## src/oag_pkg.sv

```systemverilog
// Constants and types shared by the operand address generator.
// Assumes a single core clock domain and no software-visible registers.
//
// Overview of operation
// RULE1: Six addressing modes; each instruction class allows only its subset. The code has seven mode codes in oag_mode_e.
// RULE2: Register mode reads the operand from the named register location.
// RULE3: Working register mode picks one of 16 registers by a 4-bit field.
// RULE4: Pointer mode uses the register contents as the operand address.
// RULE5: Any 8-bit register can point to another register-file location.
// RULE6: Any 16-bit register pair can point into program or external memory.
// RULE7: Base-plus-offset mode adds an offset to a base during execution.
// RULE8: Short memory offset is a signed byte, -128 to +127.
// RULE9: Register-file index adds instruction base to working-register offset.
// RULE10: Memory index adds 8- or 16-bit instruction offset to register pair.
// RULE11: Register-file base-plus-offset is offered only by register_load.
// RULE12: Memory loads support base-plus-offset for program and data memory.
// RULE13: Absolute address mode takes a 16-bit address from the instruction.
// RULE14: Absolute jump and call load the 16-bit target into the PC.
// RULE15: Memory loads may take their address in absolute address mode.
// RULE16: PC-offset mode adds a signed byte displacement to the PC.
// RULE17: The PC already points past the current instruction before adding.
// RULE18: PC-offset addressing serves the relative jump.
// RULE19: Literal mode uses the instruction operand field as the operand.
// RULE20: Working registers map onto register-file locations c0 to cf.
// RULE21: Pairs start even; high byte even register, low byte odd register.
// RULE22: Register sums wrap at 8 bits, memory sums at 16 bits.
package oag_pkg;

  localparam logic [7:0] WORK_BASE = 8'hc0;
  localparam int         WORK_SEL_W = 4;
  localparam logic [7:0] PAIR_EVEN_MASK = 8'hfe;
  localparam logic [7:0] PAIR_LOW_BIT = 8'h01;

  typedef enum logic [2:0] {
    OAG_REGISTER,
    OAG_WORKING,
    OAG_POINTER,
    OAG_INDEXED,
    OAG_ABSOLUTE,
    OAG_PC_OFFSET,
    OAG_LITERAL
  } oag_mode_e;

  typedef enum logic [2:0] {
    OAG_OP_REGISTER_LOAD,
    OAG_OP_PROGRAM_MEMORY_LOAD,
    OAG_OP_EXTERNAL_DATA_LOAD,
    OAG_OP_ABSOLUTE_JUMP,
    OAG_OP_CALL,
    OAG_OP_RELATIVE_JUMP,
    OAG_OP_ALU
  } oag_op_e;

  typedef enum logic [1:0] {
    OAG_TGT_NONE,
    OAG_TGT_REGFILE,
    OAG_TGT_MEMORY,
    OAG_TGT_PC
  } oag_target_e;

  typedef enum logic [2:0] {
    OAG_IDLE,
    OAG_READ_PTR,
    OAG_READ_PAIR_HI,
    OAG_READ_PAIR_LO,
    OAG_READ_OPERAND,
    OAG_DONE
  } oag_state_e;

endpackage

```

## src/oag_rf_if.sv

```systemverilog
// Register-file read port between the sequencer and the address path.
// Assumes reads return data combinationally in the same cycle.
`timescale 1ns/1ps
interface oag_rf_if;
  logic [7:0] addr;
  logic       rd;
  logic [7:0] data;
  modport seq (output addr, output rd, input data);
  modport port (input addr, input rd, output data);
endinterface

```

## src/oag_addr_gen.sv

```systemverilog
// Operand address generator top: resolves operand, addresses and PC target.
// Assumes the decoder presents one instruction at a time and waits for done.
`timescale 1ns/1ps
module oag_addr_gen (
  // Clock and reset
  input  wire  logic              ref_clk,
  input  wire  logic              rstn,
  // Decoder request
  input  wire  logic              start,
  input  wire  oag_pkg::oag_op_e  op,
  input  wire  oag_pkg::oag_mode_e mode,
  input  wire  logic              wide,
  input  wire  logic              longOffset,
  input  wire  logic [7:0]        regField,
  input  wire  logic [15:0]       immField,
  input  wire  logic [15:0]       pcNext,
  // Register file
  output logic [7:0]              rfAddr,
  output logic                    rfRead,
  input  wire  logic [7:0]        rfData,
  // Results
  output logic                    done,
  output logic                    illegal,
  output oag_pkg::oag_target_e    target,
  output logic [7:0]              regAddr,
  output logic [15:0]             memAddr,
  output logic [15:0]             pcTarget,
  output logic                    pcLoad,
  output logic [7:0]              operand,
  output logic                    operandValid
);

  oag_rf_if rfi ();

  oag_rf_port rfPort (
    .rfi    (rfi),
    .rfAddr (rfAddr),
    .rfRead (rfRead),
    .rfData (rfData)
  );

  oag_pkg::oag_state_e  state_reg;
  oag_pkg::oag_mode_e   mode_reg;
  oag_pkg::oag_op_e     op_reg;
  logic                 wide_reg;
  logic                 long_reg;
  logic [7:0]           field_reg;
  logic [15:0]          imm_reg;
  logic [15:0]          pc_reg;
  logic [15:0]          pair_reg;

  // Working register number to register-file location
  function automatic logic [7:0] workAddr(input logic [3:0] sel);
    workAddr = oag_pkg::WORK_BASE | {4'h0, sel}; // see RULE3 see RULE20
  endfunction

  // Sign extension of a byte displacement to 16 bits
  function automatic logic [15:0] sext8(input logic [7:0] d);
    sext8 = {{8{d[7]}}, d}; // see RULE8 see RULE16
  endfunction

  // Which modes each instruction class accepts
  function automatic logic modeAllowed(input oag_pkg::oag_op_e o,
                                       input oag_pkg::oag_mode_e m);
    modeAllowed = 1'b0;
    unique case (o)
      oag_pkg::OAG_OP_REGISTER_LOAD:
        modeAllowed = (m != oag_pkg::OAG_ABSOLUTE) &&
                      (m != oag_pkg::OAG_PC_OFFSET);
      oag_pkg::OAG_OP_PROGRAM_MEMORY_LOAD,
      oag_pkg::OAG_OP_EXTERNAL_DATA_LOAD:
        modeAllowed = (m == oag_pkg::OAG_POINTER) ||
                      (m == oag_pkg::OAG_INDEXED) ||
                      (m == oag_pkg::OAG_ABSOLUTE);
      oag_pkg::OAG_OP_ABSOLUTE_JUMP,
      oag_pkg::OAG_OP_CALL:
        modeAllowed = (m == oag_pkg::OAG_ABSOLUTE) ||
                      (m == oag_pkg::OAG_POINTER);
      oag_pkg::OAG_OP_RELATIVE_JUMP:
        modeAllowed = (m == oag_pkg::OAG_PC_OFFSET);
      oag_pkg::OAG_OP_ALU:
        modeAllowed = (m == oag_pkg::OAG_REGISTER) ||
                      (m == oag_pkg::OAG_WORKING) ||
                      (m == oag_pkg::OAG_POINTER) ||
                      (m == oag_pkg::OAG_LITERAL);
      default:
        modeAllowed = 1'b0;
    endcase
  endfunction

  logic isMemOp;
  logic isJumpOp;
  logic accept;
  assign isMemOp  = (op_reg == oag_pkg::OAG_OP_PROGRAM_MEMORY_LOAD) ||
                    (op_reg == oag_pkg::OAG_OP_EXTERNAL_DATA_LOAD);
  assign isJumpOp = (op_reg == oag_pkg::OAG_OP_ABSOLUTE_JUMP) ||
                    (op_reg == oag_pkg::OAG_OP_CALL);
  assign accept   = start && (state_reg == oag_pkg::OAG_IDLE);

  // Register-file read address by state
  always_comb
  begin
    rfi.rd   = 1'b0;
    rfi.addr = 8'h00;
    unique case (state_reg)
      oag_pkg::OAG_READ_PTR:
      begin
        rfi.rd   = 1'b1;
        // Indexed register access reads the offset from a working register
        rfi.addr = (mode_reg == oag_pkg::OAG_INDEXED) ?
                   workAddr(field_reg[3:0]) : field_reg; // see RULE9
      end
      oag_pkg::OAG_READ_PAIR_HI:
      begin
        rfi.rd   = 1'b1;
        rfi.addr = field_reg & oag_pkg::PAIR_EVEN_MASK; // see RULE21
      end
      oag_pkg::OAG_READ_PAIR_LO:
      begin
        rfi.rd   = 1'b1;
        rfi.addr = (field_reg & oag_pkg::PAIR_EVEN_MASK) |
                   oag_pkg::PAIR_LOW_BIT; // see RULE21
      end
      oag_pkg::OAG_READ_OPERAND:
      begin
        rfi.rd   = 1'b1;
        rfi.addr = regAddr;
      end
      default:
      begin
        rfi.rd   = 1'b0;
        rfi.addr = 8'h00;
      end
    endcase
  end

  // Instruction capture
  always_ff @(posedge ref_clk or negedge rstn)
  begin
    if (!rstn)
    begin
      mode_reg  <= oag_pkg::OAG_REGISTER;
      op_reg    <= oag_pkg::OAG_OP_ALU;
      wide_reg  <= 1'b0;
      long_reg  <= 1'b0;
      field_reg <= 8'h00;
      imm_reg   <= 16'h0000;
      pc_reg    <= 16'h0000;
    end
    else if (accept)
    begin
      mode_reg  <= mode;
      op_reg    <= op;
      wide_reg  <= wide;
      long_reg  <= longOffset;
      field_reg <= regField;
      imm_reg   <= immField;
      pc_reg    <= pcNext; // see RULE17
    end
  end

  // Sequencer
  always_ff @(posedge ref_clk or negedge rstn)
  begin
    if (!rstn)
      state_reg <= oag_pkg::OAG_IDLE;
    else
    begin
      unique case (state_reg)
        oag_pkg::OAG_IDLE:
          if (accept)
          begin
            if (!modeAllowed(op, mode))
              state_reg <= oag_pkg::OAG_DONE; // see RULE1 see RULE11
            else if (mode == oag_pkg::OAG_POINTER && wide)
              state_reg <= oag_pkg::OAG_READ_PAIR_HI; // see RULE6
            else if (mode == oag_pkg::OAG_INDEXED &&
                     op != oag_pkg::OAG_OP_REGISTER_LOAD)
              state_reg <= oag_pkg::OAG_READ_PAIR_HI; // see RULE10
            else if (mode == oag_pkg::OAG_POINTER ||
                     mode == oag_pkg::OAG_INDEXED)
              state_reg <= oag_pkg::OAG_READ_PTR; // see RULE5 see RULE7
            else if (mode == oag_pkg::OAG_REGISTER ||
                     mode == oag_pkg::OAG_WORKING)
              state_reg <= oag_pkg::OAG_READ_OPERAND; // see RULE2
            else
              state_reg <= oag_pkg::OAG_DONE;
          end
        oag_pkg::OAG_READ_PTR:
          state_reg <= oag_pkg::OAG_READ_OPERAND; // see RULE4
        oag_pkg::OAG_READ_PAIR_HI:
          state_reg <= oag_pkg::OAG_READ_PAIR_LO;
        oag_pkg::OAG_READ_PAIR_LO:
          state_reg <= oag_pkg::OAG_DONE;
        oag_pkg::OAG_READ_OPERAND:
          state_reg <= oag_pkg::OAG_DONE;
        oag_pkg::OAG_DONE:
          state_reg <= oag_pkg::OAG_IDLE;
        // Unused state codes fall back to idle rather than lock up
        default:
          state_reg <= oag_pkg::OAG_IDLE;
      endcase
    end
  end

  // Register pair capture
  always_ff @(posedge ref_clk or negedge rstn)
  begin
    if (!rstn)
    begin
      pair_reg <= 16'h0000;
    end
    else
    begin
      if (state_reg == oag_pkg::OAG_READ_PAIR_HI)
        pair_reg[15:8] <= rfi.data;
      if (state_reg == oag_pkg::OAG_READ_PAIR_LO)
        pair_reg[7:0] <= rfi.data;
    end
  end

  // Register-file operand address
  always_ff @(posedge ref_clk or negedge rstn)
  begin
    if (!rstn)
      regAddr <= 8'h00;
    else if (accept)
    begin
      if (mode == oag_pkg::OAG_WORKING)
        regAddr <= workAddr(regField[3:0]); // see RULE3
      else
        regAddr <= regField; // see RULE2
    end
    else if (state_reg == oag_pkg::OAG_READ_PTR)
    begin
      if (mode_reg == oag_pkg::OAG_INDEXED)
        regAddr <= 8'(imm_reg[7:0] + rfi.data); // see RULE9 see RULE22
      else
        regAddr <= rfi.data; // see RULE4 see RULE5
    end
  end

  // Memory address and PC target
  logic [15:0] memOffset;
  assign memOffset = long_reg ? imm_reg : sext8(imm_reg[7:0]); // see RULE8

  always_ff @(posedge ref_clk or negedge rstn)
  begin
    if (!rstn)
    begin
      memAddr  <= 16'h0000;
      pcTarget <= 16'h0000;
    end
    else if (state_reg == oag_pkg::OAG_READ_PAIR_LO)
    begin
      if (mode_reg == oag_pkg::OAG_INDEXED)
        memAddr <= 16'({pair_reg[15:8], rfi.data} + memOffset); // see RULE22
      else
        memAddr <= {pair_reg[15:8], rfi.data}; // see RULE6
      pcTarget <= {pair_reg[15:8], rfi.data};
    end
    else if (accept && mode == oag_pkg::OAG_ABSOLUTE)
    begin
      memAddr  <= immField; // see RULE13 see RULE15
      pcTarget <= immField; // see RULE14
    end
    else if (accept && mode == oag_pkg::OAG_PC_OFFSET)
      pcTarget <= 16'(pcNext + sext8(immField[7:0])); // see RULE16 see RULE18
  end

  // Operand value
  always_ff @(posedge ref_clk or negedge rstn)
  begin
    if (!rstn)
    begin
      operand      <= 8'h00;
      operandValid <= 1'b0;
    end
    else if (accept)
    begin
      operand      <= immField[7:0]; // see RULE19
      operandValid <= (mode == oag_pkg::OAG_LITERAL);
    end
    else if (state_reg == oag_pkg::OAG_READ_OPERAND)
    begin
      operand      <= rfi.data; // see RULE2
      operandValid <= 1'b1;
    end
  end

  // Result classification, held from done until next request
  always_ff @(posedge ref_clk or negedge rstn)
  begin
    if (!rstn)
    begin
      illegal <= 1'b0;
      target  <= oag_pkg::OAG_TGT_NONE;
    end
    else if (accept)
    begin
      illegal <= !modeAllowed(op, mode); // see RULE1
      target  <= oag_pkg::OAG_TGT_NONE;
      if (modeAllowed(op, mode))
      begin
        if (op == oag_pkg::OAG_OP_RELATIVE_JUMP ||
            op == oag_pkg::OAG_OP_ABSOLUTE_JUMP ||
            op == oag_pkg::OAG_OP_CALL)
          target <= oag_pkg::OAG_TGT_PC;
        else if (op == oag_pkg::OAG_OP_PROGRAM_MEMORY_LOAD ||
                 op == oag_pkg::OAG_OP_EXTERNAL_DATA_LOAD)
          target <= oag_pkg::OAG_TGT_MEMORY; // see RULE12
        else if (mode != oag_pkg::OAG_LITERAL)
          target <= oag_pkg::OAG_TGT_REGFILE;
      end
    end
  end

  assign done   = (state_reg == oag_pkg::OAG_DONE);
  assign pcLoad = done && !illegal && (target == oag_pkg::OAG_TGT_PC);

  logic isJumpOpIn;
  assign isJumpOpIn = (op == oag_pkg::OAG_OP_ABSOLUTE_JUMP) ||
                      (op == oag_pkg::OAG_OP_CALL);

  // Relative jump target is next PC plus signed displacement
  pc_rel_a: assert property (@(posedge ref_clk) // see RULE16
    disable iff (!rstn)
    accept && mode == oag_pkg::OAG_PC_OFFSET &&
    op == oag_pkg::OAG_OP_RELATIVE_JUMP
    |=> pcLoad && pcTarget == 16'($past(pcNext) +
        {{8{$past(immField[7])}}, $past(immField[7:0])}))
    else $error("relative target wrong");

  // Absolute jump loads the immediate address
  abs_jump_a: assert property (@(posedge ref_clk) // see RULE14
    disable iff (!rstn)
    accept && mode == oag_pkg::OAG_ABSOLUTE && isJumpOpIn
    |=> pcLoad && pcTarget == $past(immField))
    else $error("absolute target wrong");

  // Jump through a register pair loads the pair contents
  pair_jump_a: assert property (@(posedge ref_clk) // see RULE6
    disable iff (!rstn)
    state_reg == oag_pkg::OAG_READ_PAIR_LO && isJumpOp
    |=> pcLoad && pcTarget == {$past(pair_reg[15:8]), $past(rfData)})
    else $error("pair jump target wrong");

  // Working register reads land in c0-cf
  work_space_a: assert property (@(posedge ref_clk) // see RULE20
    disable iff (!rstn)
    state_reg == oag_pkg::OAG_READ_OPERAND &&
    mode_reg == oag_pkg::OAG_WORKING |-> rfAddr[7:4] == 4'hc)
    else $error("working register outside c0-cf");

  // Pair reads go even then odd
  pair_order_a: assert property (@(posedge ref_clk) // see RULE21
    disable iff (!rstn)
    state_reg == oag_pkg::OAG_READ_PAIR_HI
    |-> !rfAddr[0] ##1 rfAddr[0] && rfAddr[7:1] == $past(rfAddr[7:1]))
    else $error("register pair order wrong");

  // Disallowed mode flags illegal and never loads the PC
  mode_subset_a: assert property (@(posedge ref_clk) // see RULE1
    disable iff (!rstn)
    accept && !modeAllowed(op, mode) |=> done && illegal && !pcLoad)
    else $error("illegal mode not flagged");

  // Literal operand equals the field
  literal_op_a: assert property (@(posedge ref_clk) // see RULE19
    disable iff (!rstn)
    accept && mode == oag_pkg::OAG_LITERAL && modeAllowed(op, mode)
    |=> operandValid && operand == $past(immField[7:0]) && done)
    else $error("literal operand wrong");

  // Register-file index sum wraps at 8 bits
  reg_index_a: assert property (@(posedge ref_clk) // see RULE9
    disable iff (!rstn)
    state_reg == oag_pkg::OAG_READ_PTR && mode_reg == oag_pkg::OAG_INDEXED
    |=> regAddr == 8'($past(imm_reg[7:0]) + $past(rfData)))
    else $error("register index sum wrong");

  // Pointer mode reads operand at the address held in the register
  ptr_deref_a: assert property (@(posedge ref_clk) // see RULE4
    disable iff (!rstn)
    state_reg == oag_pkg::OAG_READ_PTR && mode_reg == oag_pkg::OAG_POINTER
    |=> rfRead && rfAddr == $past(rfData))
    else $error("pointer not dereferenced");

  // Memory index uses signed short offset
  mem_index_a: assert property (@(posedge ref_clk) // see RULE8
    disable iff (!rstn)
    state_reg == oag_pkg::OAG_READ_PAIR_LO && mode_reg == oag_pkg::OAG_INDEXED
    && !long_reg
    |=> memAddr == 16'({pair_reg[15:8], $past(rfData)} +
        {{8{imm_reg[7]}}, imm_reg[7:0]}))
    else $error("short offset sum wrong");

  // Memory loads in an allowed mode always resolve to a memory address
  mem_target_a: assert property (@(posedge ref_clk) // see RULE12
    disable iff (!rstn)
    done && !illegal && isMemOp |-> target == oag_pkg::OAG_TGT_MEMORY)
    else $error("memory load target wrong");

endmodule

```

## src/oag_rf_port.sv

```systemverilog
// Register-file read adaptor: passes the sequencer's address, read strobe and data straight through.
// Assumes the register file answers in the same cycle.
`timescale 1ns/1ps
module oag_rf_port (
  // Sequencer side
  oag_rf_if.port      rfi,
  // Register file side
  output logic [7:0]  rfAddr,
  output logic        rfRead,
  input  wire  [7:0]  rfData
);
  assign rfAddr   = rfi.addr;
  assign rfRead   = rfi.rd;
  assign rfi.data = rfData;
endmodule

```

## config.mk

```make
export PLATFORM = sky130hd
export DESIGN_NAME = oag_addr_gen
export DESIGN_NICKNAME = d
export VERILOG_FILES = /design/src/oag_pkg.sv /design/src/oag_rf_if.sv /design/src/oag_addr_gen.sv /design/src/oag_rf_port.sv
export SDC_FILE = /design/constraint.sdc
export NUM_CORES = 1
export LEC_CHECK = 0
export BUFFER_PORTS_ARGS = -buffer_cell sky130_fd_sc_hd__buf_4
export CORE_UTILIZATION = 35
export DETAILED_ROUTE_END_ITERATION = 10
export PLACE_DENSITY = 0.61
export SKIP_LAST_GASP = 1
export SYNTH_ARGS = -nofsm -noshare
export SYNTH_HDL_FRONTEND = slang
export SYNTH_HIERARCHICAL = 1
export SYNTH_SLANG_ARGS = --single-unit
```

## constraint.sdc

```tcl
create_clock -name ref_clk -period 2.4 [get_ports ref_clk]
set_input_delay 0.24 -clock ref_clk [delete_from_list [all_inputs] [get_ports ref_clk]]
set_output_delay 0.24 -clock ref_clk [all_outputs]
set_load 0.01 [all_outputs]
```

==> impl_summary.log <==
[metrics] final setup fails: 0
[metrics] antenna violations before repair: 0
[metrics] utilization after layout: a little under half
[metrics] number of cells in the finished layout apart from fillers: 1085
[metrics] number of iterations in the first detailed-routing pass: 5
[metrics] fraction of registers with async set/reset: 100%
[metrics] count of filler cells inserted in the layout: 1785
[metrics] overall power after layout: 0.00883 W
[metrics] Initial Util: 35.8%
[metrics] fraction of layout instances using a drive strength above 1: between 20% and 30%
[metrics] via-per-instance ratio: 5.37
[metrics] GRT Resource Usage Total: between 20 and 25%
[metrics] power spent charging and discharging nets: 0.00356 W
[metrics] maximum number of pins on one net before global-route repair: 43
[metrics] sequential fraction of design power: slightly above 30%
[metrics] placeable core region: 0.0173 mm2
[metrics] Slew Limit Headroom: 71.8%
[metrics] Fmax: 0.449 GHz
[metrics] Final WS setup: 0.173 ns
[metrics] count of final max-slew check failures: 0
[metrics] Setup Slack @ Placement: -0.0139 ns
[metrics] number of cell rows: 48
[metrics] kind of cell with the highest combined delay on the critical path: simple AND/OR/NAND/NOR gates
[metrics] Max Cap Violations: 0
[metrics] instance count of the mapped netlist: 734
[metrics] most common library cell in the layout ignoring fill and taps: sky130_fd_sc_hd__buf_4
[metrics] wire length per cell after detailed routing: 18.3 um
[metrics] biggest cell delay along the critical path: 0.65 ns
[metrics] worst-case clock buffer depth: 2
[metrics] critical path data required time: 2.63 ns
[metrics] H-tree levels: 3
[metrics] Port Buffers: 121
[metrics] detailed-route wire length: 19800 um
[metrics] Period Utilization, post-route: 92.8%
[metrics] logic gate share of total power: 52.1%
[metrics] most frequent cells in the layout: 163 x sky130_fd_sc_hd__buf_4, 141 x sky130_fd_sc_hd__nand2_1, 91 x sky130_fd_sc_hd__dfrtp_1
[metrics] maximum fanout along the worst path: 11
[metrics] switch share: 40.3%
[metrics] first-pass GRT wire length: 31400 um
[metrics] TritonCTS buffer count: 9
[metrics] final period demand of the worst path: 2.23 ns
[metrics] worst min path class: input pin to flip-flop
[metrics] average size of a mapped cell: 8.43 um2
[metrics] number of distinct library cells after synthesis: 62
[metrics] Cell Chain, Critical Path: or4b_1 -> nor4b_4 -> buf_12 -> mux2_1 -> o22ai_1 -> a21oi_1
[metrics] final hold violation count: 0
[metrics] clock power share: 16.7%
[metrics] total power divided by cell area: around 1100 mW/mm2
[metrics] Post-Syn Area: between 0.006 and 0.007 mm2
[metrics] DP Wirelength: between 15000 and 20000 um
[metrics] CP Class: flip-flop to flip-flop
[metrics] Sink Count: just over 90
[metrics] crit path capture type: flip-flop
[metrics] number of buffers inserted by post-CTS setup repair: 0
[metrics] Seq/Total Area, Yosys: 36.8%
[metrics] Synth Register Bits: 91
[metrics] cell count after placement: 1068
[metrics] number of violations reported at the end of detailed-routing iteration 0: 490
[metrics] total congestion overflow after global routing: 0
[metrics] residual antenna-violating net count after detailed routing: 0
[metrics] die height: 135 um
[metrics] TritonCTS clock tree: done
[metrics] Internal: 0.00527 W
[metrics] buffers and inverters on the worst path: 1
[metrics] synth warn: 6
[metrics] total inserted antenna cells: 0
[metrics] worst voltage drop across the vdd grid: 0.000412 V
[metrics] total number of vias: 5823
[metrics] cell with the largest stage delay on the worst path: sky130_fd_sc_hd__or4b_1
[metrics] Tightest Pin Transition: 0.423 ns
[metrics] post-layout net count: 946
[metrics] arrival time of data at the critical path endpoint: 2.46 ns
[metrics] Post-synth EDFFs: 0
[metrics] Worst-Skew Late Latency: 0.35 ns
[metrics] run status: finished, final reports clean
[metrics] clock root buffer master: sky130_fd_sc_hd__clkbuf_16
[metrics] io pins: 122
[metrics] area enclosed by the die boundary: 0.0182 mm2
[metrics] crit path launch type: flip-flop
[metrics] clock transition time at the flip-flop clock pins of the worst setup and hold paths: ~0.07 ns
[metrics] reported leakage power: roughly 3.6 nW
[metrics] Chip Width: 135 um
[metrics] remaining routing DRC violations: 0
[metrics] skew final: ~0.0059 ns
[metrics] Synth Flop Type: sky130_fd_sc_hd__dfrtp_1
[metrics] RSZ-0062 raised after global routing: false
[metrics] via count of the first global-routing pass: 5556
[metrics] routability-driven placement congestion ratio: 0.904
[metrics] synthesis-to-finish area growth: 26.3%
[metrics] Synth Net Count: slightly above 800
-- per-layer routing --
layer / global-route usage, % / vias to the layer above / wire length (um)
met5: 0 / - / 0
met4: 5.74 / 0 / 310
met3: 3.79 / 16 / 1330
met2: 34.9 / 189 / 8980
met1: 32.5 / 2772 / 9180
li1: - / 2846 / -
-- cell families (layout without fill, tap and decap cells) --
kind of cell	after synthesis	after routing	synth area share [%]
XOR/XNOR	29	29	4.10
multiplexers	37	37	6.35
adder cells (fa/ha/maj)	32	32	6.71
AND/OR/NAND/NOR	256	256	18.8
buffers and inverters	71	197	5.48
AO/OA/AOI/OAI	218	218	21.8
flip-flops	91	91	36.8
-- area by class of cell --
class                   instances  area (um2)  share of cell area [%]
clock buffers                  12         256                    3.28
clock inverters                 4        48.8                   0.624
inverters                      14        52.6                   0.672
multi-input cells             572        3610                    46.2
flip-flops and latches         91        2280                    29.1
well taps                     225         282                    3.60
repair buffers                167        1290                    16.5
-- repair_timing --
action,CTS,global route
endpoints found under the hold margin,24,0
resized for setup,0,10
hold buffers,1,0
endpoints found under the setup margin,0,6
-- power by group through the flow --
stage	sequential [W]	clock (W)	combinational, W
final	0.00276	0.00148	0.00460
after global routing	0.00284	0.00156	0.00509
after CTS	0.00276	0.00150	0.00458
after detailed placement	0.00278	0	0.00456
after global placement	0.00278	0	0.00453
after floorplan	0.00281	0	0.00263
-- cells in the mapped netlist (all sizes together), types with 3 or more instances --
master / number / area [um2]
nand4: 3 / 18.8
buf: 23 / 159
nor2b: 12 / 75.1
nor3: 3 / 15.0
o21ai: 68 / 340
o21bai: 3 / 22.5
ha: 30 / 375
or2: 5 / 31.3
nand2: 141 / 529
mux2i: 19 / 190
and2: 4 / 25.0
mux2: 18 / 203
a21o: 6 / 45.0
o221ai: 4 / 35.0
dfrtp: 91 / 2280
clkbuf: 34 / 128
o32ai: 3 / 26.3
a211oi: 12 / 90.1
o31ai: 3 / 22.5
or3: 6 / 37.5
o21a: 3 / 22.5
a22oi: 9 / 67.6
nand3b: 4 / 30.0
nor2: 47 / 176
nand3: 8 / 40.0
o22ai: 12 / 75.1
nand2b: 11 / 68.8
a221oi: 3 / 26.3
nor3b: 4 / 35.0
o211ai: 11 / 82.6
a31oi: 16 / 100
xnor2: 19 / 166
xor2: 10 / 87.6
a21oi: 48 / 240
inv: 14 / 52.6
-- stage by stage --
stage          setup TNS, ns  instance area, um2  hold slack, ns
6_report                   0                7820          0.0988
5_1_grt                    0                7820           0.103
4_1_cts                    0                7790          0.0893
3_5_place_dp         -0.0139                7470           0.198
3_3_place_gp               0                7470           0.199
2_1_floorplan              0                6190         -0.0556
-- worst register-to-register path, stage by stage, from the launching register on --
cell and delay (ns):
sky130_fd_sc_hd__dfrtp_1 0.38, sky130_fd_sc_hd__or4b_1 0.65, sky130_fd_sc_hd__nor4b_4 0.34, sky130_fd_sc_hd__buf_12 0.20, sky130_fd_sc_hd__mux2_1 0.33, sky130_fd_sc_hd__o22ai_1 0.15, sky130_fd_sc_hd__a21oi_1 0.06
-- path summary, 6_finish.rpt --
| path | endpoint | start | slack (ns) | cells past startpoint |
|---|---|---|---|---|
| worst max-delay path | memAddr[12] | state_reg[1] | 0.17 | 6 |
| worst min-delay path | field_reg[5] | regField[5] | 0.1 | 3 |
| worst max register to register | memAddr[12] | state_reg[1] | 0.17 | 6 |
| worst min register to register | mode_reg[1] | mode_reg[1] | 0.48 | 2 |
| max in group asynchronous | field_reg[0] | rstn | 1.35 | 3 |
| min in group asynchronous | imm_reg[15] | rstn | 0.36 | 2 |
No activity file was read; power rests on OpenSTA's default activity.
